===== src/adcsp_pkg.sv =====
// package for the converter scan register port: offsets, field positions, timing
// assumes a 125 MHz core clock and an 8-bit host data path with a 4-bit offset
package adcsp_pkg;
  localparam int        ADCSP_CLK_MHZ      = 125;
  localparam logic [3:0] ADCSP_OFF_RES_LO  = 4'h0;
  localparam logic [3:0] ADCSP_OFF_RES_HI  = 4'h1;
  localparam logic [3:0] ADCSP_OFF_SCAN    = 4'h2;
  localparam logic [3:0] ADCSP_OFF_STATUS  = 4'h8;
  localparam logic [3:0] ADCSP_OFF_CNT0    = 4'hC;
  localparam logic [3:0] ADCSP_OFF_CNT2    = 4'hE;
  localparam logic [3:0] ADCSP_OFF_CNTCTL  = 4'hF;
  localparam int        ADCSP_BUSY_BIT     = 7;
  localparam int        ADCSP_CFG_BIT      = 5;
  // channel advance delay after start, in ns (half a microsecond)
  localparam int        ADCSP_ADVANCE_NS   = 500;
  localparam int        ADCSP_ADVANCE_CYC  = (ADCSP_ADVANCE_NS * ADCSP_CLK_MHZ) / 1000;
  localparam logic [7:0] ADCSP_SCAN_RESET  = 8'h00;
  localparam logic [3:0] ADCSP_CHAN_RESET  = 4'h0;
endpackage


===== src/adcsp_delay.sv =====
// one-shot delay counter: pulses done a fixed number of cycles after start
// assumes start is a one-cycle pulse in the core clock domain
`timescale 1ns/10ps
module adcsp_delay
  import adcsp_pkg::*;
#(
  parameter int CYCLES = ADCSP_ADVANCE_CYC
) (
  input  wire logic core_clk_in,
  input  wire logic srst_in,
  input  wire logic start_in,
  output logic      done_out
);
  initial begin
    if (CYCLES < 1 || CYCLES > 65535) begin
      $error("adcsp_delay: CYCLES out of range");
    end
  end

  typedef struct packed {
    logic        run;
    logic [15:0] cnt;
    logic        done;
  } adcsp_dly_s;

  adcsp_dly_s st_reg;
  adcsp_dly_s st_next;

  // count down while running; a fresh start restarts the wait
  always_comb begin
    st_next      = st_reg;
    st_next.done = 1'b0;
    if (start_in) begin
      st_next.run = 1'b1;
      st_next.cnt = 16'(CYCLES - 1);
    end else if (st_reg.run) begin
      if (st_reg.cnt == 16'h0000) begin
        st_next.run  = 1'b0;
        st_next.done = 1'b1;
      end else begin
        st_next.cnt = st_reg.cnt - 16'h0001;
      end
    end
  end

  always_ff @(posedge core_clk_in) begin
    if (srst_in) begin
      st_reg <= '0;
    end else begin
      st_reg <= st_next;
    end
  end

  assign done_out = st_reg.done;
endmodule


===== src/adcsp_port.sv =====
// host register port of the 12-bit converter with its 16-input channel scanner
// assumes host strobes are one-cycle pulses synchronous to core_clk_in and that
// the converter core answers each start with one end-of-conversion pulse and data
`timescale 1ns/10ps
module adcsp_port
  import adcsp_pkg::*;
#(
  parameter int ADV_CYCLES = ADCSP_ADVANCE_CYC
) (
  input  wire logic       core_clk_in,
  input  wire logic       srst_in,
  input  wire logic [3:0] host_addr_in,
  input  wire logic [7:0] host_wdata_in,
  input  wire logic       host_wr_in,
  input  wire logic       host_rd_in,
  output logic      [7:0] host_rdata_out,
  input  wire logic       single_ended_in,
  input  wire logic       conv_done_in,
  input  wire logic [11:0] conv_data_in,
  output logic            conv_start_out,
  output logic      [3:0] channel_number_out,
  input  wire logic [7:0] cnt_rdata_in,
  output logic      [1:0] cnt_sel_out,
  output logic            cnt_load_out,
  output logic            cnt_ctl_wr_out,
  output logic      [7:0] cnt_wdata_out
);
  initial begin
    // upper bound keeps the advance inside the window that a_advance_time allows
    if (ADV_CYCLES < 1 || ADV_CYCLES > 299) begin
      $error("adcsp_port: ADV_CYCLES must lie in 1..299");
    end
  end

  typedef enum logic [0:0] {
    ADCSP_IDLE = 1'b0,
    ADCSP_CONV = 1'b1
  } adcsp_state_e;

  typedef struct packed {
    adcsp_state_e state;
    logic [3:0]   scan_start_channel;
    logic [3:0]   scan_stop_channel;
    logic [3:0]   channel_number;    // mux address of next conversion
    logic [3:0]   conv_channel;      // channel held by sample stage
    logic [3:0]   result_low_nibble;
    logic [7:0]   result_high_byte;
    logic [3:0]   latched_channel;
    logic         input_config_flag;
    logic         conv_start;
    logic [7:0]   rdata;
    logic [1:0]   cnt_sel;
    logic         cnt_load;
    logic         cnt_ctl_wr;
    logic [7:0]   cnt_wdata;
  } adcsp_port_s;

  adcsp_port_s st_reg;
  adcsp_port_s st_next;
  logic        advance_pulse;
  logic        wr_start;
  logic        wr_scan;

  // advance timer: fires once, half a microsecond after each start
  adcsp_delay #(
    .CYCLES (ADV_CYCLES)
  ) u_advance (
    .core_clk_in (core_clk_in),
    .srst_in     (srst_in),
    .start_in    (st_reg.conv_start),
    .done_out    (advance_pulse)
  );

  assign wr_start = host_wr_in && (host_addr_in == ADCSP_OFF_RES_LO);
  assign wr_scan  = host_wr_in && (host_addr_in == ADCSP_OFF_SCAN);

  // next-state logic; a start while busy is ignored so the busy window stays whole
  always_comb begin
    st_next            = st_reg;
    st_next.conv_start = 1'b0;
    st_next.cnt_load   = 1'b0;
    st_next.cnt_ctl_wr = 1'b0;
    st_next.input_config_flag = single_ended_in;
    if (wr_start && st_reg.state == ADCSP_IDLE) begin
      st_next.conv_start   = 1'b1;
      st_next.conv_channel = st_reg.channel_number;
      st_next.state        = ADCSP_CONV;   // busy set
    end
    if (advance_pulse) begin
      if (st_reg.channel_number == st_reg.scan_stop_channel) begin
        st_next.channel_number = st_reg.scan_start_channel;
      end else begin
        st_next.channel_number = st_reg.channel_number + 4'h1;
      end
    end
    if (conv_done_in && st_reg.state == ADCSP_CONV) begin
      st_next.state             = ADCSP_IDLE;
      st_next.result_low_nibble = conv_data_in[3:0];
      st_next.result_high_byte  = conv_data_in[11:4];
      st_next.latched_channel   = st_reg.conv_channel;
    end
    // scan limit write reloads address, wins over advance
    if (wr_scan) begin
      st_next.scan_stop_channel  = host_wdata_in[7:4];
      st_next.scan_start_channel = host_wdata_in[3:0];
      st_next.channel_number     = host_wdata_in[3:0];
    end
    if (host_wr_in && host_addr_in >= ADCSP_OFF_CNT0) begin
      st_next.cnt_wdata = host_wdata_in;
      if (host_addr_in == ADCSP_OFF_CNTCTL) begin
        st_next.cnt_ctl_wr = 1'b1;
      end else begin
        st_next.cnt_load = 1'b1;
        st_next.cnt_sel  = 2'(host_addr_in - ADCSP_OFF_CNT0);
      end
    end
    if (host_rd_in && host_addr_in >= ADCSP_OFF_CNT0 && host_addr_in <= ADCSP_OFF_CNT2) begin
      st_next.cnt_sel = 2'(host_addr_in - ADCSP_OFF_CNT0);
    end
    // read mux, answered the cycle after the strobe
    if (host_rd_in) begin
      case (host_addr_in)
        ADCSP_OFF_RES_LO: st_next.rdata = {st_reg.result_low_nibble, st_reg.latched_channel};
        ADCSP_OFF_RES_HI: st_next.rdata = st_reg.result_high_byte;
        ADCSP_OFF_SCAN:   st_next.rdata = {st_reg.scan_stop_channel, st_reg.scan_start_channel};
        ADCSP_OFF_STATUS: begin
          st_next.rdata                 = {4'h0, st_reg.channel_number};
          st_next.rdata[ADCSP_BUSY_BIT] = (st_reg.state == ADCSP_CONV);
          st_next.rdata[ADCSP_CFG_BIT]  = st_reg.input_config_flag;
        end
        4'hC, 4'hD, 4'hE: st_next.rdata = cnt_rdata_in;
        default:          st_next.rdata = 8'h00;
      endcase
    end
  end

  always_ff @(posedge core_clk_in) begin
    if (srst_in) begin
      st_reg                    <= '0;
      st_reg.state              <= ADCSP_IDLE;
      st_reg.scan_stop_channel  <= ADCSP_SCAN_RESET[7:4];
      st_reg.scan_start_channel <= ADCSP_SCAN_RESET[3:0];
      st_reg.channel_number     <= ADCSP_CHAN_RESET;
    end else begin
      st_reg <= st_next;
    end
  end

  assign host_rdata_out     = st_reg.rdata;
  assign conv_start_out     = st_reg.conv_start;
  assign channel_number_out = st_reg.channel_number;
  assign cnt_sel_out        = st_reg.cnt_sel;
  assign cnt_load_out       = st_reg.cnt_load;
  assign cnt_ctl_wr_out     = st_reg.cnt_ctl_wr;
  assign cnt_wdata_out      = st_reg.cnt_wdata;

  a_start_sets_busy: assert property (@(posedge core_clk_in) disable iff (srst_in)
    (wr_start && st_reg.state == ADCSP_IDLE) |=> (conv_start_out && st_reg.state == ADCSP_CONV))
    else $error("start did not set busy");
  a_busy_holds: assert property (@(posedge core_clk_in) disable iff (srst_in)
    (st_reg.state == ADCSP_CONV && !conv_done_in) |=> st_reg.state == ADCSP_CONV)
    else $error("busy dropped before end");
  a_busy_no_restart: assert property (@(posedge core_clk_in) disable iff (srst_in)
    (wr_start && st_reg.state == ADCSP_CONV) |=> !conv_start_out)
    else $error("start accepted while busy");
  a_latch_result: assert property (@(posedge core_clk_in) disable iff (srst_in)
    (conv_done_in && st_reg.state == ADCSP_CONV)
      |=> st_reg.result_high_byte == $past(conv_data_in[11:4]))
    else $error("result not latched");
  a_result_holds: assert property (@(posedge core_clk_in) disable iff (srst_in)
    !conv_done_in |=> $stable(st_reg.result_low_nibble) && $stable(st_reg.latched_channel))
    else $error("result changed without end");
  a_scan_reload: assert property (@(posedge core_clk_in) disable iff (srst_in)
    wr_scan |=> channel_number_out == $past(host_wdata_in[3:0]))
    else $error("scan write did not reload address");
  a_wrap_start: assert property (@(posedge core_clk_in) disable iff (srst_in)
    (advance_pulse && !wr_scan && st_reg.channel_number == st_reg.scan_stop_channel)
      |=> channel_number_out == $past(st_reg.scan_start_channel))
    else $error("scanner did not wrap");
  a_advance_time: assert property (@(posedge core_clk_in) disable iff (srst_in)
    conv_start_out |-> ##[1:300] advance_pulse)
    else $error("channel did not advance in time");
  a_hi_read: assert property (@(posedge core_clk_in) disable iff (srst_in)
    (host_rd_in && host_addr_in == ADCSP_OFF_RES_HI)
      |=> host_rdata_out == $past(st_reg.result_high_byte))
    else $error("high byte read wrong");
  a_status_busy: assert property (@(posedge core_clk_in) disable iff (srst_in)
    (host_rd_in && host_addr_in == ADCSP_OFF_STATUS)
      |=> host_rdata_out[ADCSP_BUSY_BIT] == $past(st_reg.state == ADCSP_CONV))
    else $error("status busy bit wrong");
  // flag follows the pin through one register stage
  a_cfg_flag: assert property (@(posedge core_clk_in) disable iff (srst_in)
    (host_rd_in && host_addr_in == ADCSP_OFF_STATUS && !$past(srst_in))
      |=> host_rdata_out[ADCSP_CFG_BIT] == $past(single_ended_in, 2))
    else $error("configuration flag wrong");
  a_unused_write: assert property (@(posedge core_clk_in) disable iff (srst_in)
    (host_wr_in && host_addr_in == ADCSP_OFF_RES_HI && !advance_pulse)
      |=> $stable(channel_number_out))
    else $error("unused write changed state");
endmodule


===== config.mk =====
export PLATFORM = sky130hd
export DESIGN_NAME = adcsp_port
export DESIGN_NICKNAME = d
export VERILOG_FILES = /design/src/adcsp_pkg.sv /design/src/adcsp_delay.sv /design/src/adcsp_port.sv
export SDC_FILE = /design/constraint.sdc
export NUM_CORES = 1
export LEC_CHECK = 0
export ABC_CLOCK_PERIOD_IN_PS = 1700
export BUFFER_PORTS_ARGS = -buffer_cell sky130_fd_sc_hd__clkbuf_2
export CORE_MARGIN = 1.5
export CORE_UTILIZATION = 50
export CTS_CLUSTER_DIAMETER = 120
export CTS_CLUSTER_SIZE = 30
export DETAILED_ROUTE_END_ITERATION = 16
export PLACE_DENSITY = 0.83
export SETUP_SLACK_MARGIN = 0.5
export SLEW_MARGIN = 10
export SYNTH_ARGS = -nofsm -noshare
export SYNTH_HDL_FRONTEND = slang
export SYNTH_SLANG_ARGS = --single-unit

===== constraint.sdc =====
create_clock -name core_clk_in -period 1.7 [get_ports core_clk_in]
set_input_delay 0.085 -clock core_clk_in [delete_from_list [all_inputs] [get_ports core_clk_in]]
set_output_delay 0.085 -clock core_clk_in [all_outputs]
set_load 0.1 [all_outputs]

# Word level (Yosys, flattened, before mapping)

Cells that the tools add are included.

Multiply operators: 0
Eq/ne operators: 10
Reduce and logical (&&, ||, !) cells: 20
Shift operators: 0
Bitwise operators: 4
$lt $le $gt $ge: 2
Multiplexer cells: 14
Divide/modulo/power cells: 0
Add/subtract/negate cells: 3

Operators by type and width:

| kind                                                     | count |
|---|---|
| case mux 8 bit (5 select lines)                          | 1 |
| equality test 4 bit, second input constant               | 5 |
| two-way mux 18 bit                                       | 1 |
| two-way mux 17 bit                                       | 1 |
| logical NOT 16 bit                                       | 1 |
| two-way mux 16 bit                                       | 1 |
| subtractor 16 x 1 -> 16 bit, second input constant       | 1 |
| two-way mux 12 bit                                       | 1 |
| two-way mux 4 bit                                        | 3 |
| logical AND 1 bit                                        | 7 |
| AND reduction 2 bit                                      | 3 |
| nonzero test 2 bit                                       | 3 |
| OR reduction 2 bit                                       | 3 |
| OR reduction 3 bit                                       | 2 |
| adder 4 x 1 -> 4 bit, second input constant              | 1 |
| equality test 4 x 1 -> 1 bit, second input constant      | 1 |
| equality test 4 x 2 -> 1 bit, second input constant      | 1 |
| equality test 4 bit                                      | 1 |
| greater-or-equal comparator 4 bit, second input constant | 1 |
| less-or-equal comparator 4 bit, second input constant    | 1 |
| logical NOT 4 bit                                        | 1 |
| two-way mux 1 bit                                        | 4 |
| NOT 1 bit                                                | 4 |
| two-way mux 3 bit                                        | 1 |
| 4 further kinds                                          | 4 |

Bits in latches: 0
Register bits after elaboration: 73
RAM bits: 0
Memories: 0
Memory bits (read-only): 0
Word-level logic and storage cells: 72
Output and inout bits: 25

# Longest topological paths before layout

Word-level depth: 5
Depth in mapped cells: 7

# Cells and area by module

A second synthesis with hierarchy kept.

Cells, all modules: 422
Area total of the unflattened synthesis: 3563.4 um^2

Modules (own cells, without submodules):

| module      | times used | cells each | area an instance (um^2) |
|---|---|---|---|
| adcsp_port  | 1          | 301        | 2592.5 |
| adcsp_delay | 1          | 121        | 970.9 |

# Least setup slack after synthesis

OpenSTA, ideal clock, no wires.

Path kind: register to register
Start: reg st_reg (netlist bit conv_start_out)
End: reg u_advance.st_reg[10] (netlist bit)
Setup slack: -0.082 ns
Arrival time: 1.654 ns
Clock period less this slack: 1.782 ns
Stages on the path, launching flop included: 5
Buffers on the path: 1
Cells stage by stage: dfxtp_1 -> inv_1 -> nand2_1 -> clkbuf_1 -> nor2_1

Longest elaborated chain between the ends: 1

RTL lines:

| what                                | RTL line          | text |
|---|---|---|
| from (decl)                         | adcsp_port.sv:58  | `adcsp_port_s st_reg;` |
| from (signal assigned)              | adcsp_port.sv:145 | `st_reg <= st_next;` |
| OR reduction 2 bit (no source line) | n/a               |  |
| to (signal assigned)                | adcsp_delay.sv:50 | `st_reg <= st_next;` |
| to (decl)                           | adcsp_delay.sv:26 | `adcsp_dly_s st_reg;` |

Every way passes these cells.
A chain may end at the register's enable or synchronous reset.

# Worst setup path in the final report

Start: reg st_reg[49] (netlist bit)
End: reg st_reg (netlist bit channel_number_out[1])

Longest elaborated chain between the ends: 4

RTL lines:

| what                | RTL line          | text |
|---|---|---|
| equality test 4 bit | adcsp_port.sv:90  | `if (st_reg.channel_number == st_reg.scan_stop_channel) begin` |
| two-way mux 4 bit   | adcsp_port.sv:90  |  |
| two-way mux 4 bit   | adcsp_port.sv:89  | `if (advance_pulse) begin` |
| two-way mux 4 bit   | adcsp_port.sv:103 | `if (wr_scan) begin` |

Every way passes these cells. The select of a mux whose other input is x is not followed.

==> results.py <==
metrics = {
    "status": {
        "status": "finished, final reports clean",
    },
    "floorplan": {
        "die_area_um2": 7502,
        "start_util": 0.5145,
        "core_um2": 6794,
        "rows": 30,
        "io_pins": 63,
        "die_w_um": 86.62,
        "die_y_um": 86.62,
    },
    "cells_and_area": {
        "final_core_util": 0.7160,
        "largest_reg_flops": 30,
        "drive_above_1_share": 0.3459,
        "syn2layout_area_growth_pct": 39.16,
        "insertedDiodeCount": 0,
        "final_nets": 565,
        "fin_cells": 625,
    },
    "global_route": {
        "antenna_found_initial": 0,
        "grt_pass1_wl_um": 15550,
        "grt_max_degree": 35,
        "grt.total_usage": 0.2669,
        "grt_pass1_vias": 3265,
        "grt_overflow": 0,
    },
    "timing": {
        "timing.hold.ws_ns": 0.04248,
        "period_share": 0.9986,
        "fin_worst_skew_ns": 0.01764,
        "finalCriticalPeriod_ns": 1.698,
        "relSlewSlack": 0.6930,
        "tightest_slew_ns": 0.4592,
        "finalSetupViolations": 0,
        "max_freq_mhz": 589.0,
        "slew_viol_final": 0,
        "rsz0062_at_grt": "true",
        "hold_viol": 0,
    },
    "drt": {
        "drtPass1Iterations": 5,
        "wl_per_cell_um": 16.48,
        "wl_um": 10300,
        "drt.antenna.violating_nets": 0,
        "vias": 3502,
        "drc": 0,
        "drt_iter0_drc": 456,
        "drt-vias-per-instance": 5.603,
    },
    "worst_setup_path": {
        "cp-end-kind": "flip-flop",
        "crit_type": "flip-flop to flip-flop",
        "crit_required_ns": 2.00,
        "critPathMaxFanout": 6,
        "cp.arrival_ns": 2.00,
        "cp-start-kind": "flip-flop",
    },
    "clock_tree": {
        "clk_pin_slew_worst_paths_ns": 0.08,
        "cts.sinks": 73,
        "cts_htree_levels": 3,
        "root_buffer": "clkbuf_8",
        "cts_buffers": 9,
        "clock_path_buffers": 2,
        "cts_tree": "yes",
        "insertion_delay_ns": 0.36,
    },
    "pwr": {
        "p_int_mw": 2.729,
        "comb_power_share": 0.132,
        "p_sw_frac": 0.2664,
        "p_switching_mw": 0.9911,
        "p_leak_nw": 1.864,
        "ir_drop_mv": 0.4371,
        "clkPwrFrac": 0.401,
        "seqPwrFrac": 0.467,
        "powerDensity_nw_per_um2": 764.7,
    },
    "yosys": {
        "synthArstFlopShare": 0,
        "yosys-top-cells-area": "dfxtp_1, nand2_1, a21oi_1, buf_4, nor2_1",
        "synth_area_um2": 3496,
        "yosys.cell_types.count": 53,
        "synth_largest_area_cell": "dfxtp_1",
        "yosys_register_bits": 73,
        "synth_cells": 440,
        "synth_edf_count": 0,
        "ys_seq_area_frac": 0.4180,
        "synth.top_cell.area_share": 0.4180,
        "ys_warn_count": 0,
        "synth.avg_cell_area_um2": 7.945,
        "syn_nets": 481,
        "synthFlopType": "dfxtp_1",
    },
    "flow_run": {
        "max-cap-violations": 0,
    },
    "place": {
        "gp_congestion": 0.9057,
        "port_buffers": 62,
        "hpwl_um": 5891,
        "dp.cells": 565,
    },
    "min_path": {
        "worstHoldPathType": "input pin to flip-flop",
    },
}
==> power groups by stage <==
stage               Combinational [mW]  Sequential, mW  Clock [mW]
global route                     0.521            1.74        1.58
finish                           0.490            1.74        1.49
global placement                 0.367            1.78           0
floorplan                        0.276            1.79           0
CTS                              0.453            1.74        1.49
detailed placement               0.372            1.78           0
==> synth_stat cells (2+ instances only) <==
cell type	n
and3_1	4
a21o_1	2
a21oi_1	60
buf_1	3
xor2_1	14
xnor2_1	2
nor3b_1	5
nand3_1	8
o21ai_0	17
nor4bb_1	2
ha_1	3
nor2b_1	5
nor4_4	2
nand2b_1	2
mux2i_1	5
nor3_1	7
nor2_1	37
buf_4	22
nor4_1	2
clkbuf_1	20
nand2_1	85
inv_1	8
and2_1	3
nand4_1	2
dfxtp_1	73
a22oi_1	12
o22ai_1	6
a211oi_1	3
a32oi_1	2
==> per-stage QoR <==
step | TNS (ns) | cell area [um^2] | power (mW) | worst slack (ns)
final | 0 | 4865 | 3.720 | 0.002328
after global routing | -0.06282 | 4865 | 3.843 | -0.03362
after floorplan | 0 | 3615 | 2.065 | 0.1062
after detailed placement | -0.03645 | 3885 | 2.157 | -0.03315
after global placement | 0 | 3885 | 2.151 | 0.06737
after CTS | 0 | 4666 | 3.682 | 0.06228
==> cells in the final DEF (no fill, tap or decap), types with 6 or more instances in the layout <==
cell,netlist,layout
a21oi_1,60,57
o21ai_1,0,7
clkbuf_2,1,37
dfxtp_2,0,9
o21ai_0,17,8
clkbuf_8,0,9
o22ai_1,6,6
buf_4,22,26
buf_6,0,11
inv_1,8,6
nor2_1,37,35
a22oi_1,12,10
clkbuf_4,0,21
dfxtp_4,0,7
xor2_1,14,10
dlygate4sd3_1,0,21
dfxtp_1,73,57
nand2_1,85,82
==> per-layer routing <==
| metal | vias up | track usage | part of all wire |
|---|---|---|---|
| met2 | 186 | 0.4354 | 0.50 |
| li1 | 1655 | - | - |
| met5 | - | 0 | 0 |
| met4 | 0 | 0.1129 | 0.031 |
| met3 | 33 | 0.05619 | 0.063 |
| met1 | 1628 | 0.3427 | 0.41 |
==> kinds of logic (layout without fill, tap and decap cells) <==
logic type               Yosys count  count (layout)  share of synthesized area
AO/OA/AOI/OAI                    112             112                     0.1893
XOR/XNOR                          16              16                    0.04009
adder cells (fa/ha/maj)            3               3                    0.01074
buffers and inverters             55             144                    0.08339
flip-flops                        73              73                     0.4180
multiplexers                       6               6                    0.01754
AND/OR/NAND/NOR                  175             175                     0.2409
==> repair_timing <==
action                                 in CTS  in global routing
pin swaps                                  28                 11
setup buffers                              14                  9
endpoints found under the hold margin      26                  0
hold buffers                               21                  0
setup endpoints to repair                  64                 44
gates resized for setup                    71                 34
==> layout make-up <==
cell class / instances / area, um^2
multi-input combinational: 312 / 2029
fill: 463 / 1929
sequential: 73 / 1499
timing repair buffer: 120 / 972.2
clock buffer: 10 / 127.6
tap: 96 / 120.1
clock inverter: 6 / 81.33
inverter: 8 / 35.03
==> path summary, 6_finish.rpt <==
| kind | startpoint | endpoint | slack, ns | cells past startpoint |
|---|---|---|---|---|
| hold reg to reg | st_reg[39] | st_reg[23] | 0.45 | 2 |
| hold / removal | conv_done_in | st_reg[54] | 0.04 | 3 |
| setup / recovery | st_reg[49] | channel_number_out[1] | 0.002 | 6 |
| setup reg to reg | st_reg[49] | channel_number_out[1] | 0.002 | 6 |
==> critical path, cell delays in order, from the launching register on <==
cell and delay (ns):
dfxtp_4 0.38, xor2_4 0.19, nor4_4 0.25, buf_6 0.18
mux2i_4 0.09, a2111oi_2 0.39, a31o_1 0.15
(Power assumes the default switching activity.)
